===== config.mk =====
export PLATFORM = sky130hd
export DESIGN_NAME = bpcs_top
export DESIGN_NICKNAME = d
export VERILOG_FILES = /design/src/bpcs_sticky.v /design/src/bpcs_gate.v /design/src/bpcs_top.v
export VERILOG_INCLUDE_DIRS = /design/src /design/src/src
export SDC_FILE = /design/constraint.sdc
export NUM_CORES = 1
export LEC_CHECK = 0
export BUFFER_PORTS_ARGS = -buffer_cell sky130_fd_sc_hd__buf_2
export CAP_MARGIN = 20
export CORE_MARGIN = 10
export CORE_UTILIZATION = 46
export DETAILED_ROUTE_END_ITERATION = 10
export PLACE_DENSITY = 0.95
export SLEW_MARGIN = 15
export SYNTH_ARGS = -nofsm -noshare
export SYNTH_HDL_FRONTEND = slang
export SYNTH_HIERARCHICAL = 1
export SYNTH_SLANG_ARGS = --single-unit

===== constraint.sdc =====
create_clock -name clk -period 2.5 [get_ports clk]
set_input_delay 0.5 -clock clk [delete_from_list [all_inputs] [get_ports clk]]
set_output_delay 0.5 -clock clk [all_outputs]
set_load 0.1 [all_outputs]

===== src/bpcs_regs.vh =====
// Register offsets, field positions and reset values for the bridge command/status bank
`ifndef BPCS_REGS_VH
`define BPCS_REGS_VH
`define BPCS_OFS_CMD 8'h04
`define BPCS_OFS_STS 8'h06
`define BPCS_CMD_RESET 16'h0000
`define BPCS_STS_RESET 16'h0010
`define BPCS_CMD_RW_MASK 16'h0157
`define BPCS_CMD_IO 0
`define BPCS_CMD_MEM 1
`define BPCS_CMD_MASTER 2
`define BPCS_CMD_MWI 4
`define BPCS_CMD_PERR 6
`define BPCS_CMD_SERR 8
`define BPCS_STS_MASTER_POISON 8
`define BPCS_STS_CA_SENT 11
`define BPCS_STS_CA_SEEN 12
`define BPCS_STS_UR_SEEN 13
`define BPCS_STS_ERR_SENT 14
`define BPCS_STS_POISON 15
`define BPCS_STS_CAP_CHAIN 4
`endif


===== src/bpcs_sticky.v =====
// One write-one-to-clear sticky flag with set priority
`timescale 1ns/100ps
module bpcs_sticky (
  input wire clk,
  input wire rst_n,
  input wire set_i,
  input wire clr_i,
  output reg flag_r
);
  always @(posedge clk or negedge rst_n) begin
    if (!rst_n) begin
      flag_r <= 1'b0;
    end else if (set_i) begin
      // Set wins so a same-cycle event is not lost
      flag_r <= 1'b1;
    end else if (clr_i) begin
      flag_r <= 1'b0;
    end
  end
endmodule


===== src/bpcs_gate.v =====
// Request acceptance and promotion decisions steered by command bits
`timescale 1ns/100ps
module bpcs_gate (
  input wire clk,
  input wire rst_n,
  input wire [15:0] cmd,
  input wire dn_mem_req,
  input wire dn_io_req,
  input wire up_req,
  input wire dn_mem_write,
  output reg dn_accept_r,
  output reg dn_unsupported_r,
  output reg up_forward_r,
  output reg mwi_issue_r
);
  `include "bpcs_regs.vh"
  wire mem_ok;
  wire io_ok;
  assign mem_ok = dn_mem_req & cmd[`BPCS_CMD_MEM];
  assign io_ok = dn_io_req & cmd[`BPCS_CMD_IO];
  always @(posedge clk or negedge rst_n) begin
    if (!rst_n) begin
      dn_accept_r <= 1'b0;
      dn_unsupported_r <= 1'b0;
      up_forward_r <= 1'b0;
      mwi_issue_r <= 1'b0;
    end else begin
      dn_accept_r <= mem_ok | io_ok;
      dn_unsupported_r <= (dn_mem_req & ~cmd[`BPCS_CMD_MEM]) | (dn_io_req & ~cmd[`BPCS_CMD_IO]);
      up_forward_r <= up_req & cmd[`BPCS_CMD_MASTER];
      mwi_issue_r <= dn_mem_write & mem_ok & cmd[`BPCS_CMD_MWI];
    end
  end
endmodule


===== src/bpcs_top.v =====
// Primary-side command and status register bank of a serial-to-parallel bus bridge
// Functional notes
// - Command bit 5 always reads zero; palette snooping absent.
// - Command bit 4 set promotes link memory writes to write-and-invalidate.
// - Special cycles ignored; command bit 3 reads zero.
// - Command bit 2 clear blocks upstream requests.
// - Command bit 1 clear answers downstream memory requests as unsupported.
// - Command bit 0 clear answers downstream I/O requests as unsupported.
// - Status bit 15 sets on any poisoned packet, regardless of bit 6.
// - Status bit 14 sets on sent error message while error enable set.
// - Status bit 13 sets on received unsupported-request completion.
// - Status bit 12 sets on received completer-abort completion.
// - Status bit 11 sets when the device returns completer abort.
// - Status bit 8 sets on poisoned completion/write only with command bit 6.
// - Status bits 10:9 read 00.
// - Status bits 7 and 5 read zero.
// - Status bit 4 reads one.
// - Status bit 3 reads zero.
// - Status bits 6 and 2:0 read zero.
// - Error reports for parallel-bus system errors only while command bit 8 set.
// - Poisoned packets forwarded with bad parity whatever command bit 6.
`timescale 1ns/100ps
module bpcs_top (
  input wire clk,
  input wire rst_n,
  input wire cfg_wr,
  input wire cfg_rd,
  input wire [7:0] cfg_addr,
  input wire [1:0] cfg_be,
  input wire [15:0] cfg_wdata,
  output reg [15:0] cfg_rdata_r,
  output reg cfg_rvalid_r,
  input wire poisoned_packet_seen,
  input wire poisoned_cpl_data,
  input wire poisoned_write_req,
  input wire unsupported_completion_seen,
  input wire completer_abort_seen,
  input wire completer_abort_sent,
  input wire error_message_sent,
  input wire pbus_serr_seen,
  input wire dn_mem_req,
  input wire dn_io_req,
  input wire dn_mem_write,
  input wire up_req,
  output reg err_msg_req_r,
  output reg bad_parity_fwd_r,
  output wire dn_accept_r,
  output wire dn_unsupported_r,
  output wire up_forward_r,
  output wire mwi_issue_r,
  output reg [15:0] cmd_out_r
);
  `include "bpcs_regs.vh"
  reg [15:0] cmd_r;
  reg [15:0] cmd_nxt;
  wire [15:0] sts_val;
  wire [5:0] sticky_set;
  wire [5:0] sticky_clr;
  wire [5:0] sticky_q;
  wire wr_cmd;
  wire wr_sts;

  // Byte-enable write merge for read/write bits only
  function [15:0] be_merge;
    input [15:0] old_v;
    input [15:0] new_v;
    input [1:0] be;
    begin
      be_merge = old_v;
      if (be[0]) be_merge[7:0] = new_v[7:0];
      if (be[1]) be_merge[15:8] = new_v[15:8];
      be_merge = be_merge & `BPCS_CMD_RW_MASK;
    end
  endfunction

  assign wr_cmd = cfg_wr & (cfg_addr == `BPCS_OFS_CMD);
  assign wr_sts = cfg_wr & (cfg_addr == `BPCS_OFS_STS);

  always @* begin
    cmd_nxt = cmd_r;
    if (wr_cmd) begin
      cmd_nxt = be_merge(cmd_r, cfg_wdata, cfg_be);
    end
  end

  always @(posedge clk or negedge rst_n) begin
    if (!rst_n) begin
      cmd_r <= `BPCS_CMD_RESET;
      cmd_out_r <= `BPCS_CMD_RESET;
    end else begin
      cmd_r <= cmd_nxt;
      cmd_out_r <= cmd_nxt;
    end
  end

  // Flag order: 8, 11, 12, 13, 14, 15
  assign sticky_set[0] = cmd_r[`BPCS_CMD_PERR] & (poisoned_cpl_data | poisoned_write_req);
  assign sticky_set[1] = completer_abort_sent;
  assign sticky_set[2] = completer_abort_seen;
  assign sticky_set[3] = unsupported_completion_seen;
  assign sticky_set[4] = error_message_sent & cmd_r[`BPCS_CMD_SERR];
  assign sticky_set[5] = poisoned_packet_seen;
  // Write-one clears; upper byte lane holds every flag
  assign sticky_clr = (wr_sts & cfg_be[1]) ?
    {cfg_wdata[15:11], cfg_wdata[8]} : 6'h00;

  genvar gi;
  generate
    for (gi = 0; gi < 6; gi = gi + 1) begin : g_flag
      bpcs_sticky u_flag (
        .clk(clk),
        .rst_n(rst_n),
        .set_i(sticky_set[gi]),
        .clr_i(sticky_clr[gi]),
        .flag_r(sticky_q[gi])
      );
    end
  endgenerate

  // Hardwired bits fixed at zero, capability chain at one
  assign sts_val = {sticky_q[5:1], 2'b00, sticky_q[0], 8'h10};

  always @(posedge clk or negedge rst_n) begin
    if (!rst_n) begin
      cfg_rdata_r <= 16'h0000;
      cfg_rvalid_r <= 1'b0;
      err_msg_req_r <= 1'b0;
      bad_parity_fwd_r <= 1'b0;
    end else begin
      cfg_rvalid_r <= cfg_rd;
      if (cfg_rd) begin
        case (cfg_addr)
          `BPCS_OFS_CMD: cfg_rdata_r <= cmd_r;
          `BPCS_OFS_STS: cfg_rdata_r <= sts_val;
          default: cfg_rdata_r <= 16'h0000;
        endcase
      end
      err_msg_req_r <= pbus_serr_seen & cmd_r[`BPCS_CMD_SERR];
      bad_parity_fwd_r <= poisoned_packet_seen;
    end
  end

  bpcs_gate u_gate (
    .clk(clk),
    .rst_n(rst_n),
    .cmd(cmd_r),
    .dn_mem_req(dn_mem_req),
    .dn_io_req(dn_io_req),
    .up_req(up_req),
    .dn_mem_write(dn_mem_write),
    .dn_accept_r(dn_accept_r),
    .dn_unsupported_r(dn_unsupported_r),
    .up_forward_r(up_forward_r),
    .mwi_issue_r(mwi_issue_r)
  );
endmodule


==> flow_summary.rst <==
.. list-table::
   :header-rows: 1

   * - Metric
     - Value
   * - Pre-Repair DR Iteration Count
     - 4
   * - Largest net degree at the start of global routing
     - 31
   * - RSZ-0062 raised after global routing
     - no
   * - Detailed Place HPWL
     - around 2800 um
   * - Combinational fraction of design power
     - 21.9%
   * - Final sum of negative setup slack
     - 0 ns
   * - Number of DRC markers after the initial detailed-route iteration
     - 6
   * - CTS Buf Count
     - 5
   * - Cell internal pwr
     - just under 700 uW
   * - Top cell type's share of synthesized area
     - a little under three fifths
   * - # Max-Cap Violations
     - 0
   * - Cts-stage hold buffer count
     - 0
   * - Final hold vios
     - 0
   * - Final standard cell utilization of the core
     - around 61%
   * - Vias in the first global route
     - ~1,100
   * - Leading area contributor after synthesis
     - sky130_fd_sc_hd__dfrtp_1
   * - Fraction of layout instances using a drive strength above 1
     - about 43%
   * - Count of warnings emitted by yosys
     - 6
   * - Cell area after placement
     - roughly 1600 um2
   * - Number of vias per cell after detailed routing
     - about 4.9
   * - Post-CTS setup buffer count
     - 0
   * - FF-to-FF Start
     - cmd_r[8]
   * - Largest incremental delay on the critical path
     - just under 0.7 ns
   * - Reg power frac
     - roughly half
   * - Element type at the critical path start
     - input port
   * - Proportion of synthesized chip area in sequential cells
     - 55.4%
   * - Floorplan Core Area
     - approximately 2800 um2
   * - Post-synth EDFFs
     - 0
   * - Post-Syn Area per Cell
     - 11.5 um2
   * - Endpoint class of the critical path
     - register
   * - CTS HTree Levels
     - 2
   * - Dominant synthesized flop cell
     - sky130_fd_sc_hd__dfrtp_1
   * - Cell area after layout
     - about 1700 um2
   * - Routability congestion estimate from global placement
     - between 0.7 and 0.8
   * - Post-route worst setup slack
     - around 0.68 ns
   * - Final nets
     - roughly 220
   * - Floorplan die width
     - 74.3 um
   * - Clock tree from TritonCTS
     - built
   * - Ordered list of cells on the worst path
     - buf_2 -> or4_1 -> nor3_4 -> mux2_2
   * - Quantity of I/O buffers inserted on ports
     - 60
   * - Area enclosed by the die boundary
     - 5520 um2
   * - Largest vdd supply drop
     - between 500 and 600 uV
   * - Register bit total from synthesis
     - 30
   * - Worst R2R Path Depth
     - 3
   * - Antenna violation net count after detailed routing
     - 0
   * - Rel. slew slack
     - between 50% and 60%
   * - Synthesized area
     - approximately 1400 um2
   * - Worst-case setup slack after placement
     - 0.341 ns
   * - Die Span Y
     - 74.3 um
   * - Final wirelength
     - between 3000 and 4000 um
   * - Cells after synthesis
     - 118
   * - Wire length of the first global-routing pass
     - 5090 um
   * - Pwr dens
     - slightly above 600 nW/um2
   * - Area growth syn-to-layout
     - 24.6%
   * - Clk pin slew, worst setup/hold paths
     - roughly 0.090 ns
   * - Post-cts resize count
     - 0
   * - Clock Latency Late Sink
     - about 0.32 ns
   * - Final number of max-transition violations
     - 0
   * - Initial core utilization
     - 48.8%
   * - Maximum fanout along the worst path
     - 7
   * - GRT Resource Usage Total
     - between 10% and 20%
   * - Post-detailed-route wirelength per cell
     - approximately 15 um
   * - Overall power
     - ~1000 uW
   * - Data required time at the worst endpoint
     - 2.72 ns
   * - Setup clock skew after layout
     - 0.00909 ns
   * - Data arrival, critical path
     - 2.03 ns
   * - Via count of the routed design
     - 1,057
   * - Initial antenna violation count
     - 0
   * - FFs w/ async S/R, synth
     - between 90% and 100%
   * - Share of total power consumed by net switching
     - approximately a third
   * - DRC Markers
     - 0
   * - Endpoints failing setup
     - 0
   * - R2r endpoint
     - cfg_rdata_r[8]
   * - Static Leakage
     - around 0.00095 uW
   * - Number of different library cells in the post-synthesis netlist
     - 26
   * - Number of top-level pins
     - just over 80
   * - Master cell of the clock root buffer
     - sky130_fd_sc_hd__clkbuf_4
   * - Fraction of the cycle the final worst path needs
     - roughly 73%
   * - Power dissipated by switching net loads
     - approximately 350 uW
   * - Std cell rows
     - 19
   * - Remaining global-route overflow
     - 0
   * - Slew at the pin with the worst max-slew slack
     - approximately 0.62 ns
   * - Achievable frequency
     - ~550 MHz
   * - Highest-delay cell along the critical path
     - sky130_fd_sc_hd__or4_1
   * - Worst Setup Path Type
     - input port to register
   * - Ant. Diodes
     - 0
   * - Clock Path Buffers
     - 2
   * - Run status
     - finished, final reports clean
   * - Synth area leaders
     - sky130_fd_sc_hd__dfrtp_1, sky130_fd_sc_hd__buf_4, sky130_fd_sc_hd__o2bb2ai_1
   * - Class of the worst hold path
     - input port to asynchronous set/reset pin
   * - Portion of total power attributed to the clock network
     - between 20% and 30%
   * - Number of clock sinks seen by CTS
     - 30
   * - Final period demand of the worst path
     - 1.82 ns
   * - Worst R2R Setup Slack
     - around 1.6 ns
## cell usage after synthesis (2+ instances only)
| master | count |
|---|---|
| sky130_fd_sc_hd__inv_1 | 10 |
| sky130_fd_sc_hd__o2bb2ai_1 | 9 |
| sky130_fd_sc_hd__nand2_1 | 11 |
| sky130_fd_sc_hd__nor4_1 | 2 |
| sky130_fd_sc_hd__a21o_1 | 8 |
| sky130_fd_sc_hd__clkbuf_1 | 2 |
| sky130_fd_sc_hd__mux2_2 | 6 |
| sky130_fd_sc_hd__dfrtp_1 | 30 |
| sky130_fd_sc_hd__and2_1 | 9 |
| sky130_fd_sc_hd__buf_4 | 15 |
## registers in the layout (all words and copies together) (netlist names)
signal                   cells
bad_parity_fwd_r             1
u_gate/dn_unsupported_r      1
cfg_rvalid_r                 1
g_flag.u_flag/flag_r         6
u_gate/up_forward_r          1
u_gate/mwi_issue_r           1
cmd_r                        6
u_gate/dn_accept_r           1
cfg_rdata_r                 11
err_msg_req_r                1
## power by group through the flow
stage / Clock, uW / Combinational [uW] / Sequential, uW
after floorplan: 0 / 145 / 566
after CTS: 298 / 224 / 510
after global placement: 0 / 221 / 519
after global routing: 320 / 235 / 512
after detailed placement: 0 / 224 / 520
final: 289 / 224 / 510
## cell families after synthesis
group | Yosys count | synth area share (%)
flip-flops | 30 | 55.4
buffers and inverters | 28 | 12.0
multiplexers | 7 | 5.72
AO/OA/AOI/OAI | 20 | 11.9
AND/OR/NAND/NOR | 32 | 14.8
other | 1 | 0.276
## final cells by class
class / instances / area (um2)
Clock inverter: 1 / 5.00
Multi-Input combinational cell: 74 / 495
Timing Repair Buffer: 61 / 308
Sequential cell: 30 / 751
Clock buffer: 7 / 55.1
Tap cell: 31 / 38.8
Fill cell: 240 / 1090
Inverter: 10 / 37.5
## through the flow
step,hold slack [ns],std cells
6_report,0.186,214
5_1_grt,0.219,214
4_1_cts,0.193,214
3_5_place_dp,0.468,206
3_3_place_gp,0.457,206
2_1_floorplan,0.204,132
## worst max-delay path: cells and delay by family
family | cells | cell delay (ns)
buffers and inverters | 1 | 0.09
and+or+nand+nor | 2 | 1.06
muxes | 1 | 0.37
## worst max-delay path by stage
stage / startpoint / slack, ns / depth (start not counted) / end
after floorplan: cfg_addr[5] / 0.57 / 6 / g_flag[0].u_flag/flag_r
after global placement: cfg_addr[5] / 0.37 / 4 / cmd_r[0]
after detailed placement: cfg_addr[5] / 0.34 / 4 / cmd_r[1]
after CTS: cfg_addr[5] / 0.70 / 4 / cmd_r[4]
after global routing: cfg_addr[5] / 0.61 / 7 / g_flag[0].u_flag/flag_r
final: cfg_addr[5] / 0.68 / 4 / cmd_r[4]
## per-layer routing
layer	vias up	wire [um]	GRT usage [%]
met5	-	0	0
met4	0	70	5.28
met1	496	1210	12.6
met3	7	370	6.78
met2	52	1660	20.0
li1	502	-	-
## cell usage in the layout (no fill, tap or decap), drive strengths merged, types with 2 or more instances in the layout
master	Yosys	routed
o2bb2ai	9	9
buf	16	61
a21o	8	8
inv	10	10
nand2	11	11
mux2	6	6
nor3	2	2
nor4	3	3
conb	1	15
and2	9	9
clkbuf	2	7
dfrtp	30	30
Power figures use the tool's default switching activity.
